File: config.mk
export PLATFORM = sky130hd
export DESIGN_NAME = tks_ctrl
export DESIGN_NICKNAME = d
export VERILOG_FILES = /design/src/logic/tks_pkg.sv /design/src/logic/tks_ctrl.sv /design/src/logic/tks_osc.sv /design/src/logic/tks_wb.sv
export SDC_FILE = /design/constraint.sdc
export NUM_CORES = 1
export LEC_CHECK = 0
export BUFFER_PORTS_ARGS = -buffer_cell sky130_fd_sc_hd__buf_2
export CAP_MARGIN = 20
export CORE_ASPECT_RATIO = 2
export CORE_MARGIN = 2
export CORE_UTILIZATION = 39
export DETAILED_ROUTE_END_ITERATION = 7
export GPL_TIMING_DRIVEN = 0
export PLACE_DENSITY = 0.63
export SYNTH_ARGS = -nofsm -noshare
export SYNTH_HDL_FRONTEND = slang
export SYNTH_HIERARCHICAL = 1
export SYNTH_SLANG_ARGS = --single-unit
File: constraint.sdc
create_clock -name ref_clk_i -period 2.7 [get_ports ref_clk_i]
set_input_delay 0.135 -clock ref_clk_i [delete_from_list [all_inputs] [get_ports ref_clk_i]]
set_output_delay 0.135 -clock ref_clk_i [all_outputs]
set_load 0.01 [all_outputs]
File: src/logic/tks_pkg.sv
// Package with register map, fields, reset values and timing for the touch-key scan control
// ==========================================================================================
// Function
// - Writing one to the start bit begins a new touch-key conversion.
// - Hardware clears the start bit when the conversion finishes.
// - Software may also clear the start bit by writing zero.
// - Reference count bits 7..0 are a read/write register, reset to all ones.
// - Reference count bits 11..8 sit in the low nibble of control two.
// - Control two bit 6 selects slow (0) or fast (1) oscillator range.
// - Channel code 15 connects the internal reference capacitor, not an external key.
// - Done flag reads zero while converting, one when finished; 14-bit result kept.
package tks_pkg;
  // ========================================================================================
  // Register indices (byte address is four times the index)
  localparam logic [7:0] REG_REF_LOW    = 8'hb4;
  localparam logic [7:0] REG_CTRL_TWO   = 8'hb5;
  localparam logic [7:0] REG_AUX_ONE    = 8'hf8;
  localparam logic [7:0] REG_TOUCH_CTRL = 8'hae;
  localparam logic [7:0] REG_RES_LOW    = 8'hac;
  localparam logic [7:0] REG_RES_HIGH   = 8'hb7;
  localparam logic [7:0] REG_IRQ_STAT   = 8'hc0;
  localparam logic [7:0] REG_IRQ_MASK   = 8'hc1;
  // ========================================================================================
  // Field positions
  localparam int BIT_START     = 5;
  localparam int BIT_HOP       = 7;
  localparam int BIT_RANGE     = 6;
  localparam int BIT_PWRDN     = 7;
  localparam int BIT_DONE      = 6;
  localparam int BIT_IRQ_DONE  = 0;
  // ========================================================================================
  // Reset values
  localparam logic [7:0] RST_REF_LOW    = 8'hff;
  localparam logic [7:0] RST_CTRL_TWO   = 8'h00;
  localparam logic [7:0] RST_AUX_ONE    = 8'h00;
  localparam logic [7:0] RST_TOUCH_CTRL = 8'h8f;
  localparam logic [4:0] CH_INTERNAL    = 5'h0f;
  // ========================================================================================
  // Timing: delay before done may rise, and oscillator divider periods
  localparam int START_DELAY_NS = 3000;
  localparam int CLK_PERIOD_NS  = 25;
  localparam int START_DELAY_CYC = (START_DELAY_NS + CLK_PERIOD_NS - 1) / CLK_PERIOD_NS;
  localparam logic [3:0] DIV_SLOW_BASE = 4'h8;
  localparam logic [3:0] DIV_FAST_BASE = 4'h4;
  typedef enum logic [1:0] {
    TKS_IDLE  = 2'b00,
    TKS_DELAY = 2'b01,
    TKS_COUNT = 2'b10,
    TKS_DONE  = 2'b11
  } tks_state_t;
endpackage

File: src/logic/tks_ctrl.sv
// Touch-key scan control: registers, conversion sequencer, interrupt
//
// The Wishbone register port was chosen for this implementation.
`timescale 1ns/1ps
module tks_ctrl (
  input  wire logic        ref_clk_i,
  input  wire logic        srst_i,
  input  wire logic        wb_cyc_i,
  input  wire logic        wb_stb_i,
  input  wire logic        wb_we_i,
  input  wire logic [3:0]  wb_sel_i,
  input  wire logic [11:0] wb_adr_i,
  input  wire logic [31:0] wb_dat_i,
  output logic [31:0]      wb_dat_o,
  output logic             wb_ack_o,
  output logic             touch_power_down_o,
  output logic [4:0]       touch_channel_select_o,
  output logic             touch_internal_ref_o,
  output logic             touch_osc_run_o,
  output logic             irq_o
);
  typedef struct packed {
    logic [7:0]         ref_low;
    logic [7:0]         ctrl_two;
    logic [7:0]         aux_one;
    logic [7:0]         touch_ctrl;
    logic [13:0]        result;
    logic [13:0]        count;
    logic [11:0]        ref_cnt;
    logic [7:0]         delay;
    logic               irq_stat;
    logic               irq_mask;
    tks_pkg::tks_state_t st;
    logic [31:0]        rdata;
  } tks_st_t;
  tks_st_t    s_q;
  tks_st_t    s_d;
  logic       wr;
  logic       rd;
  logic [7:0] idx;
  logic       tick;
  logic [7:0] wdat;

  // ======================================================================================
  // Bus front end
  // The front end slices the word index out of the byte address itself
  tks_wb u_wb (
    .ref_clk_i (ref_clk_i),
    .srst_i    (srst_i),
    .cyc_i     (wb_cyc_i),
    .stb_i     (wb_stb_i),
    .we_i      (wb_we_i),
    .sel_i     (wb_sel_i[0]),
    .adr_i     (wb_adr_i[9:0]),
    .ack_o     (wb_ack_o),
    .wr_o      (wr),
    .rd_o      (rd),
    .idx_o     (idx)
  );

  // ======================================================================================
  // Oscillator, running only during the counting phase
  tks_osc u_osc (
    .ref_clk_i (ref_clk_i),
    .srst_i    (srst_i),
    .run_i     (s_q.st == tks_pkg::TKS_COUNT),
    .range_i   (s_q.ctrl_two[tks_pkg::BIT_RANGE]),
    .hop_i     (s_q.ctrl_two[tks_pkg::BIT_HOP]),
    .tune_i    (s_q.ctrl_two[5:4]),
    .tick_o    (tick)
  );

  assign wdat = wb_dat_i[7:0];

  // Register read mux
  function automatic logic [7:0] rd_mux(input tks_st_t s, input logic [7:0] i);
    case (i)
      tks_pkg::REG_REF_LOW:    rd_mux = s.ref_low;
      tks_pkg::REG_CTRL_TWO:   rd_mux = s.ctrl_two;
      tks_pkg::REG_AUX_ONE:    rd_mux = s.aux_one;
      tks_pkg::REG_TOUCH_CTRL: rd_mux = s.touch_ctrl;
      tks_pkg::REG_RES_LOW:    rd_mux = s.result[7:0];
      tks_pkg::REG_RES_HIGH:   rd_mux = {2'h0, s.result[13:8]};
      tks_pkg::REG_IRQ_STAT:   rd_mux = {7'h0, s.irq_stat};
      tks_pkg::REG_IRQ_MASK:   rd_mux = {7'h0, s.irq_mask};
      default:                 rd_mux = 8'h00;
    endcase
  endfunction

  // ======================================================================================
  // Next-state logic
  always_comb begin
    logic start_wr;
    logic finish;
    start_wr = 1'b0;
    finish   = 1'b0;
    s_d = s_q;
    if (rd) begin
      s_d.rdata = {24'h0, rd_mux(s_q, idx)};
    end
    if (wr && idx == tks_pkg::REG_REF_LOW) begin
      s_d.ref_low = wdat;
    end
    if (wr && idx == tks_pkg::REG_CTRL_TWO) begin
      s_d.ctrl_two = wdat;
    end
    if (wr && idx == tks_pkg::REG_TOUCH_CTRL) begin
      s_d.touch_ctrl = {wdat[7], s_q.touch_ctrl[tks_pkg::BIT_DONE], wdat[5:0]};
    end
    if (wr && idx == tks_pkg::REG_IRQ_MASK) begin
      s_d.irq_mask = wdat[0];
    end
    if (wr && idx == tks_pkg::REG_AUX_ONE) begin
      s_d.aux_one = wdat;
      start_wr    = wdat[tks_pkg::BIT_START];
    end
    if (wr && idx == tks_pkg::REG_IRQ_STAT && wdat[tks_pkg::BIT_IRQ_DONE]) begin
      s_d.irq_stat = 1'b0;
    end
    // Sequencer
    case (s_q.st)
      tks_pkg::TKS_IDLE, tks_pkg::TKS_DONE: begin
        if (start_wr && !s_q.touch_ctrl[tks_pkg::BIT_PWRDN]) begin
          s_d.st    = tks_pkg::TKS_DELAY;
          s_d.delay = 8'h0;
          s_d.touch_ctrl[tks_pkg::BIT_DONE] = 1'b0;
          s_d.irq_stat = 1'b0;
        end
      end
      tks_pkg::TKS_DELAY: begin
        if (s_q.delay == 8'(tks_pkg::START_DELAY_CYC - 1)) begin
          s_d.st      = tks_pkg::TKS_COUNT;
          s_d.count   = 14'h0;
          s_d.ref_cnt = 12'h0;
        end else begin
          s_d.delay = s_q.delay + 8'h1;
        end
      end
      tks_pkg::TKS_COUNT: begin
        s_d.count = s_q.count + 14'h1;
        if (tick) begin
          s_d.ref_cnt = s_q.ref_cnt + 12'h1;
          if (s_q.ref_cnt + 12'h1 == {s_q.ctrl_two[3:0], s_q.ref_low}) begin
            finish = 1'b1;
          end
        end
        if (finish) begin
          s_d.st     = tks_pkg::TKS_DONE;
          s_d.result = s_q.count + 14'h1;
        end
      end
      default: begin
        s_d.st = tks_pkg::TKS_IDLE;
      end
    endcase
    // Aborted by software zero or power-down; a power-down write stops the
    // scan at the same edge, so the pins never see a running oscillator while off
    if ((s_q.st == tks_pkg::TKS_DELAY || s_q.st == tks_pkg::TKS_COUNT) &&
        ((wr && idx == tks_pkg::REG_AUX_ONE && !wdat[tks_pkg::BIT_START]) ||
         (wr && idx == tks_pkg::REG_TOUCH_CTRL && wdat[tks_pkg::BIT_PWRDN]) ||
         s_q.touch_ctrl[tks_pkg::BIT_PWRDN])) begin
      s_d.st = tks_pkg::TKS_IDLE;
      finish = 1'b0;
    end
    if (finish) begin
      s_d.aux_one[tks_pkg::BIT_START]   = 1'b0;
      s_d.touch_ctrl[tks_pkg::BIT_DONE] = 1'b1;
      s_d.irq_stat = 1'b1;
    end
  end

  // State register
  always_ff @(posedge ref_clk_i) begin
    if (srst_i) begin
      s_q.ref_low    <= tks_pkg::RST_REF_LOW;
      s_q.ctrl_two   <= tks_pkg::RST_CTRL_TWO;
      s_q.aux_one    <= tks_pkg::RST_AUX_ONE;
      s_q.touch_ctrl <= tks_pkg::RST_TOUCH_CTRL;
      s_q.result     <= 14'h0;
      s_q.count      <= 14'h0;
      s_q.ref_cnt    <= 12'h0;
      s_q.delay      <= 8'h0;
      s_q.irq_stat   <= 1'b0;
      s_q.irq_mask   <= 1'b0;
      s_q.st         <= tks_pkg::TKS_IDLE;
      s_q.rdata      <= 32'h0;
    end else begin
      s_q <= s_d;
    end
  end

  // Outputs
  assign wb_dat_o               = s_q.rdata;
  assign touch_power_down_o     = s_q.touch_ctrl[tks_pkg::BIT_PWRDN];
  assign touch_channel_select_o = s_q.touch_ctrl[4:0];
  assign touch_internal_ref_o   = s_q.touch_ctrl[4:0] == tks_pkg::CH_INTERNAL;
  assign touch_osc_run_o        = s_q.st == tks_pkg::TKS_COUNT;
  assign irq_o                  = s_q.irq_stat && s_q.irq_mask;

  // ======================================================================================
  // Checks
  // start leads to delay
  property p_start;
    @(posedge ref_clk_i) disable iff (srst_i)
      (wr && idx == tks_pkg::REG_AUX_ONE && wdat[5] && !s_q.touch_ctrl[7] &&
       (s_q.st == tks_pkg::TKS_IDLE || s_q.st == tks_pkg::TKS_DONE))
      |=> (s_q.st == tks_pkg::TKS_DELAY && !s_q.touch_ctrl[6]);
  endproperty
  a_start: assert property (p_start) else $error("start did not begin conversion");
  property p_hwclr;
    @(posedge ref_clk_i) disable iff (srst_i)
      $rose(s_q.touch_ctrl[6]) |-> !s_q.aux_one[5];
  endproperty
  a_hwclr: assert property (p_hwclr) else $error("start bit not cleared at end");
  property p_swclr;
    @(posedge ref_clk_i) disable iff (srst_i)
      (wr && idx == tks_pkg::REG_AUX_ONE && !wdat[5]) |=> !s_q.aux_one[5];
  endproperty
  a_swclr: assert property (p_swclr) else $error("software clear lost");
  property p_reflow;
    @(posedge ref_clk_i) disable iff (srst_i)
      (wr && idx == tks_pkg::REG_REF_LOW) |=> s_q.ref_low == $past(wdat);
  endproperty
  a_reflow: assert property (p_reflow) else $error("reference low not stored");
  property p_target;
    @(posedge ref_clk_i) disable iff (srst_i)
      (s_q.st == tks_pkg::TKS_COUNT ##1 s_q.st == tks_pkg::TKS_DONE)
      |-> s_q.ref_cnt == {s_q.ctrl_two[3:0], s_q.ref_low};
  endproperty
  a_target: assert property (p_target) else $error("ended off target");
  property p_intref;
    @(posedge ref_clk_i) disable iff (srst_i)
      touch_internal_ref_o |-> touch_channel_select_o == 5'h0f;
  endproperty
  a_intref: assert property (p_intref) else $error("internal ref wrong");
  property p_done;
    @(posedge ref_clk_i) disable iff (srst_i)
      (s_q.st == tks_pkg::TKS_COUNT) |-> !s_q.touch_ctrl[6];
  endproperty
  a_done: assert property (p_done) else $error("done high in conversion");
  property p_pwrdn;
    @(posedge ref_clk_i) disable iff (srst_i)
      (s_q.touch_ctrl[7] && s_q.st != tks_pkg::TKS_COUNT) |=> s_q.st != tks_pkg::TKS_DELAY;
  endproperty
  a_pwrdn: assert property (p_pwrdn) else $error("started while powered down");

  // ======================================================================================
  // Bus handshake and sequencer timing
  // request is answered
  property p_ack_req;
    @(posedge ref_clk_i) disable iff (srst_i)
      (wb_cyc_i && wb_stb_i && !wb_ack_o) |=> wb_ack_o;
  endproperty
  a_ack_req: assert property (p_ack_req) else $error("bus request not answered");
  property p_ack_pulse;
    @(posedge ref_clk_i) disable iff (srst_i)
      wb_ack_o |=> !wb_ack_o;
  endproperty
  a_ack_pulse: assert property (p_ack_pulse) else $error("ack held too long");
  property p_rd_upper;
    @(posedge ref_clk_i) disable iff (srst_i)
      wb_ack_o |-> wb_dat_o[31:8] == 24'h0;
  endproperty
  a_rd_upper: assert property (p_rd_upper) else $error("upper read bits set");
  property p_chan_wr;
    @(posedge ref_clk_i) disable iff (srst_i)
      (wr && idx == tks_pkg::REG_TOUCH_CTRL) |=> touch_channel_select_o == $past(wdat[4:0]);
  endproperty
  a_chan_wr: assert property (p_chan_wr) else $error("channel not stored");
  property p_start_clr;
    @(posedge ref_clk_i) disable iff (srst_i)
      (s_q.st != tks_pkg::TKS_DELAY ##1 s_q.st == tks_pkg::TKS_DELAY)
      |-> !s_q.irq_stat && !s_q.touch_ctrl[tks_pkg::BIT_DONE];
  endproperty
  a_start_clr: assert property (p_start_clr) else $error("start left old flags");
  property p_delay_len;
    @(posedge ref_clk_i) disable iff (srst_i)
      (s_q.st == tks_pkg::TKS_DELAY ##1 s_q.st == tks_pkg::TKS_COUNT)
      |-> $past(s_q.delay) == 8'(tks_pkg::START_DELAY_CYC - 1);
  endproperty
  a_delay_len: assert property (p_delay_len) else $error("start delay wrong length");
  property p_count_clr;
    @(posedge ref_clk_i) disable iff (srst_i)
      (s_q.st == tks_pkg::TKS_DELAY ##1 s_q.st == tks_pkg::TKS_COUNT)
      |-> s_q.count == 14'h0 && s_q.ref_cnt == 12'h0;
  endproperty
  a_count_clr: assert property (p_count_clr) else $error("counters not cleared");
  property p_tick_run;
    @(posedge ref_clk_i) disable iff (srst_i)
      tick |-> $past(touch_osc_run_o);
  endproperty
  a_tick_run: assert property (p_tick_run) else $error("tick while stopped");
  property p_fin_flags;
    @(posedge ref_clk_i) disable iff (srst_i)
      (s_q.st == tks_pkg::TKS_COUNT ##1 s_q.st == tks_pkg::TKS_DONE)
      |-> s_q.touch_ctrl[tks_pkg::BIT_DONE] && s_q.irq_stat &&
          !s_q.aux_one[tks_pkg::BIT_START];
  endproperty
  a_fin_flags: assert property (p_fin_flags) else $error("finish flags wrong");
  property p_done_hold;
    @(posedge ref_clk_i) disable iff (srst_i)
      (s_q.st == tks_pkg::TKS_DONE && !wr)
      |=> s_q.st == tks_pkg::TKS_DONE && s_q.touch_ctrl[tks_pkg::BIT_DONE];
  endproperty
  a_done_hold: assert property (p_done_hold) else $error("done flag lost");
  property p_irq_clr;
    @(posedge ref_clk_i) disable iff (srst_i)
      (wr && idx == tks_pkg::REG_IRQ_STAT && wdat[0] && s_q.st != tks_pkg::TKS_COUNT)
      |=> !s_q.irq_stat && !irq_o;
  endproperty
  a_irq_clr: assert property (p_irq_clr) else $error("status not cleared");
  property p_abort;
    @(posedge ref_clk_i) disable iff (srst_i)
      (wr && idx == tks_pkg::REG_AUX_ONE && !wdat[5] &&
       (s_q.st == tks_pkg::TKS_DELAY || s_q.st == tks_pkg::TKS_COUNT))
      |=> s_q.st == tks_pkg::TKS_IDLE && !s_q.touch_ctrl[tks_pkg::BIT_DONE];
  endproperty
  a_abort: assert property (p_abort) else $error("conversion not stopped");
  property p_pd_idle;
    @(posedge ref_clk_i) disable iff (srst_i)
      touch_power_down_o |-> s_q.st == tks_pkg::TKS_IDLE || s_q.st == tks_pkg::TKS_DONE;
  endproperty
  a_pd_idle: assert property (p_pd_idle) else $error("converting while powered down");
endmodule

File: src/logic/tks_osc.sv
// Touch oscillator model: emits one enable pulse per oscillator period
`timescale 1ns/1ps
module tks_osc (
  input  wire logic       ref_clk_i,
  input  wire logic       srst_i,
  input  wire logic       run_i,
  input  wire logic       range_i,
  input  wire logic       hop_i,
  input  wire logic [1:0] tune_i,
  output logic            tick_o
);
  typedef struct packed {
    logic [3:0] cnt;
    logic [1:0] hop;
    logic       tick;
  } tks_osc_st_t;
  tks_osc_st_t s_q;
  tks_osc_st_t s_d;
  logic [3:0]  period;

  // ======================================================================================
  // Period selection
  always_comb begin
    logic [1:0] step;
    step = 2'h0;
    period = range_i ? tks_pkg::DIV_FAST_BASE : tks_pkg::DIV_SLOW_BASE;
    step = hop_i ? s_q.hop : tune_i;
    period = period - {2'h0, step};
    s_d = s_q;
    s_d.tick = 1'b0;
    if (!run_i) begin
      s_d.cnt = 4'h0;
    end else if (s_q.cnt >= period) begin
      s_d.cnt  = 4'h0;
      s_d.tick = 1'b1;
      s_d.hop  = s_q.hop + 2'h1;
    end else begin
      s_d.cnt = s_q.cnt + 4'h1;
    end
  end

  // State register
  always_ff @(posedge ref_clk_i) begin
    if (srst_i) begin
      s_q <= '0;
    end else begin
      s_q <= s_d;
    end
  end

  assign tick_o = s_q.tick;
endmodule

File: src/logic/tks_wb.sv
// Classic Wishbone slave front end: decode and one-cycle ack
`timescale 1ns/1ps
module tks_wb (
  input  wire logic       ref_clk_i,
  input  wire logic       srst_i,
  input  wire logic       cyc_i,
  input  wire logic       stb_i,
  input  wire logic       we_i,
  input  wire logic       sel_i,
  input  wire logic [9:0] adr_i,
  output logic            ack_o,
  output logic            wr_o,
  output logic            rd_o,
  output logic [7:0]      idx_o
);
  typedef struct packed {
    logic ack;
  } tks_wb_st_t;
  tks_wb_st_t s_q;
  tks_wb_st_t s_d;
  logic       req;

  // Request pending and not yet answered
  always_comb begin
    req = cyc_i && stb_i && !s_q.ack;
    s_d = s_q;
    s_d.ack = req;
  end

  // State register
  always_ff @(posedge ref_clk_i) begin
    if (srst_i) begin
      s_q <= '0;
    end else begin
      s_q <= s_d;
    end
  end

  assign ack_o = s_q.ack;
  assign wr_o  = req && we_i && sel_i;
  assign rd_o  = req && !we_i;
  assign idx_o = adr_i[9:2];
endmodule

---- Word level (Yosys, flattened, before mapping) ----
Cells that the tools add are included.
word-level totals
  register bits ........................... 100
  output and inout port bits .............. 42
  logic and storage cells ................. 109
cells by class
  $add $sub $neg .......................... 6
  $lt $le $gt $ge ......................... 1
  equality and inequality tests ........... 19
  multiplexer cells ....................... 26
  bitwise gates (word level) .............. 1
  reductions and logical operators ........ 38
operator list
  operator               count
  $eq 8x8->1 const B     8
  $pmux 8 s8             1
  $pmux 26 s2            1
  $mux 26                1
  $logic_and 1x1->1      17
  $pmux 8 s2             1
  $add 14x1->14 const B  1
  $mux 1                 13
  $add 12x1->12 const B  1
  $eq 12x12->1           1
  $mux 12                1
  $ne 2x2->1 const B     5
  $mux 9                 1
  $reduce_and 3->1       3
  $add 8x1->8 const B    1
  $eq 8x7->1 const B     1
  $mux 2                 4
  $mux 8                 1
  $reduce_or 2->1        4
  $pmux 2 s3             1
  $reduce_and 2->1       3
  $eq 5x4->1 const B     1
  $add 4x1->4 const B    1
  $eq 2x2->1 const B     2
  11 further kinds       17

---- Logic depth before layout (Yosys ltp) ----
  word-level depth ........................ 11
  mapped depth ............................ 10
  mapped depth without buffers ............ 9

---- Cells and area by module ----
Netlist, hierarchy kept.
modules (own cells, without submodules)
  module    instances  cells an instance  area each (µm²)
  tks_ctrl  1          620                5187.5
  tks_osc   1          52                 483.0
  tks_wb    1          14                 117.6

---- Worst setup path after synthesis ----
OpenSTA, ideal clock, no wires.
  kind .................................... register to register
  start ................................... register s_q[44] (netlist name)
  end ..................................... register s_q[75] (netlist name)
  library setup time ...................... 0.128 ns
  arrival ................................. 2.316 ns
  data required time ...................... 2.572 ns
  slack ................................... 0.257 ns
  cell stages (with the launch flop) ...... 11
  path buffers ............................ 2
  path through ............................ dfxtp_1 > ha_1 > buf_6 > and3_4 > and3_4 > or3b_4 > nor4_4 > nand4_4 > buf_6 > mux2i_1 > nor2_1
on the way
  longest elaborated chain between the ends .. 6
ends and longest elaborated chain
  item                               RTL line         RTL
  start: declaration                 tks_ctrl.sv:36   tks_st_t s_q;
  $add 12x1->12                      tks_ctrl.sv:143  if (s_q.ref_cnt + 12'h1 == {s_q.ctrl_two[3:0], s_q.ref_low}) begin
  $eq 12x12->1                       tks_ctrl.sv:143
  $mux 1                             tks_ctrl.sv:143
  $mux 1                             tks_ctrl.sv:141  if (tick) begin
  $mux 1                             tks_ctrl.sv:121  case (s_q.st)
  $reduce_and 2->1 (no source line)  n/a
No other way between the ends. The select of a mux whose other input is x is not followed.
A chain may end at the register's enable or synchronous reset.

---- Worst setup path in the final report ----
  start ................................... register s_q[45] (netlist name)
  end ..................................... register s_q[81] (netlist name)
Same word-level chain as after synthesis.

==> results.md <==
* Status: completed
* Worst setup EP type: register
* DP Area at 0.00628 mm²
* Final setup viols at 0
* Most used DFF post-synth: dfxtp_1
* Max-Cap Viols at 0
* Synthesized flop and latch total at 100
* R2r setup slk at 170 ps
* Most numerous cell in the Yosys netlist: dfxtp_1
* Initial Util at 39.5%
* # clock sinks at 100
* GR Util All Layers at 18.0%
* Reg power frac at 50.2%
* Leak at 2.69 nW
* Slowest stage cell, crit path: or3b_4
* Iteration-0 DRC Markers at 284
* Slew Limit Headroom at 47.0%
* WP data arrival at 2750 ps
* Synth-to-Final Area Change at 13.9%
* Vias per cell at 5.21
* Cell taking the most area after synthesis: dfxtp_1
* ANT cells at 0
* Clock latency on the worst-skew pair at 350 ps
* CP required at 2930 ps
* Switching pwr at 0.687 mW
* Fin nets at 820
* Mapped Area at 0.00579 mm²
* Post-synthesis average cell area at 8.44 µm²
* Final ANT Viol Nets at 0
* Clk buf depth at 2
* Clock root buffer: clkbuf_16
* TNS Setup at 0 ps
* Clk pwr share at 43.6%
* Yosys cell types at 68
* RSZ-0062 raised after global routing: false
* Synth cell count leaders: 100 x dfxtp_1, 86 x nor2_1, 47 x buf_4
* Met2 wire length at 6870 µm
* PD cells at 450 mW/mm²
* Area of the core at 0.0147 mm²
* Maximum VDD drop at 0.337 mV
* Register area share after synthesis at 34.6%
* Max Slew Vio Count at 0
* GR Overflow Total at 0
* Clock transition at path regs at 70 ps
* Async S/R FF share, synth at 0%
* Final hold vios at 0
* Worst slew pin tran at 793 ps
* Worst setup SP type: register
* H-Tree Depth at 3
* Period utilization at 93.7%
* Logic gate share of total power at 6.2%
* Ranking of synthesized cells by area: dfxtp_1 35%, mux2i_1 7.3%, buf_4 6.1%
* DIE WIDTH at 90.1 µm
* CTS tree: built
* Number of global-route vias before repair at 4441
* Yosys Warn Count at 6
* Internal Power at 2.28 mW
* Critical path type: reg2reg
* Post-DP HPWL at 10700 µm
* Skew final at 5.95 ps
* Switching Share at 23.2%
* WL per Instance at 15.0 µm
* Layout cells sized above 1 at 17.3%
* DR top layer: met4
* Routed via count at 4970
* Crit-path cells: ha_1 -> buf_6 -> and3_4 -> and3_4 -> or3b_4 -> nor4_4 -> nand4_4 -> buf_6 -> mux2i_1 -> nor2_1
* Number of flops mapped to enable cells by yosys at 0
* Crit Path Max Fanout at 10
* Met3 Routed Length at 639 µm
* Largest net degree at the start of global routing at 17
* GPL Wtd Cong at 0.895
* Max incr delay on CP at 400 ps
* Drt drc at 0
* DIE AREA at 0.0159 mm²
* Design area at 0.00659 mm²
* First-pass GRT wire length at 23100 µm
* DIE HEIGHT at 176 µm
* FP Rows at 63
* Initial antenna violation count at 0
* Filler instances at 1511
* Final worst path period need at 2530 ps
* Met1 Wirelength at 6490 µm
* Share of the synthesized area in the top cell type at 34.6%
* CTS buffer count at 9
* Top achievable clock speed at 395 MHz
* HP Class: in2reg
* Gate Count Post-Synth at 686
* Post-Route WL at 14300 µm
* DR pass1 iterations at 5
* # IOs at 95
* Port Buf Inserts at 31
area by class of cell:
class                   instances  area, µm²  share of cell area, %
clock buffers                  10        229                   3.47
multi-input cells             514       3320                   50.3
well taps                     195        244                   3.70
inverters                      13       48.8                  0.740
flip-flops and latches        100       2000                   30.4
plain buffers                  82        507                   7.69
clock inverters                 6       65.1                  0.987
repair buffers                 34        178                   2.70
flip-flops by register name (all words and copies together) (netlist names):
name                    flops
wb_dat_o                    8
touch_power_down_o          1
u_osc/tick_o                1
touch_channel_select_o      5
u_osc/s_q                   6
s_q                        78
u_wb/ack_o                  1
per-stage QoR:
stage / hold WS [ps] / utilization (%) / power, mW / setup slack, ps / std cells
3_5_place_dp: 407 / 42.8 / 1.71 / 6.98 / 936
4_1_cts: 46.1 / 44.9 / 2.98 / 81.7 / 954
2_1_floorplan: 207 / - / 1.65 / 257 / 709
5_1_grt: 62.4 / 45.0 / 3.06 / 19.8 / 954
3_3_place_gp: 410 / 42.8 / 1.71 / -44.4 / 935
6_report: 51.1 / 45.0 / 2.97 / 171 / 954
power by group through the flow:
| stage | clock [mW] | sequential [mW] | combinational (mW) |
|---|---|---|---|
| final | 1.29 | 1.49 | 0.185 |
| after global routing | 1.37 | 1.49 | 0.201 |
| after CTS | 1.31 | 1.49 | 0.184 |
| after detailed placement | 0 | 1.52 | 0.184 |
| after global placement | 0 | 1.52 | 0.183 |
| after floorplan | 0 | 1.52 | 0.130 |
placed cells by master, fill, tap and decap left out, types with 24 or more instances in the layout:
cell / netlist / final
mux2i_1: 42 / 42
dfxtp_1: 100 / 99
o21ai_0: 26 / 26
nand3_1: 35 / 35
buf_4: 47 / 50
clkbuf_1: 24 / 25
nand2_1: 39 / 39
a21oi_1: 44 / 44
buf_2: 6 / 37
conb_1: 1 / 24
nor2_1: 86 / 86
timing repair:
item,in CTS,in global routing
cloned,0,0
pin swaps,1,0
resized for setup,0,1
endpoints found under the setup margin,2,11
hold buffers,0,0
setup buffers,2,0
cell families (layout without fill, tap and decap cells):
kind of cell | after synthesis | after routing | synth area share [%]
mux | 50 | 50 | 8.82
buf+inv | 95 | 145 | 9.60
xor+xnor | 37 | 37 | 5.60
flops | 100 | 100 | 34.6
other cells | 1 | 24 | 0.0648
simple gates | 266 | 266 | 24.8
compound gates | 124 | 124 | 13.7
fa+ha+maj | 13 | 13 | 2.81
layer usage:
metal	track usage, %	vias to the layer above
met5	0	-
met4	5.38	0
met3	3.20	19
met2	30.2	129
met1	23.7	2331
li1	-	2491
worst max-delay path: cells and delay by family (launching register included):
kind / cells / cell delay, ps
fa+ha+maj: 1 / 220
mux: 1 / 150
buf+inv: 2 / 340
flops: 1 / 380
simple gates: 6 / 1310
final timing paths:
| kind | endpoint | from | cells after the start |
|---|---|---|---|
| setup / recovery | s_q[81]$_SDFFE_PP0P_ | s_q[45]$_SDFFE_PP0P_ | 10 |
| hold / removal | s_q[114]$_SDFFE_PP1P_ | wb_dat_i[6] | 2 |
| setup reg to reg | s_q[81]$_SDFFE_PP0P_ | s_q[45]$_SDFFE_PP0P_ | 10 |
| hold reg to reg | s_q[90]$_SDFFE_PP0P_ | s_q[90]$_SDFFE_PP0P_ | 2 |
Power figures use the tool's default switching activity.
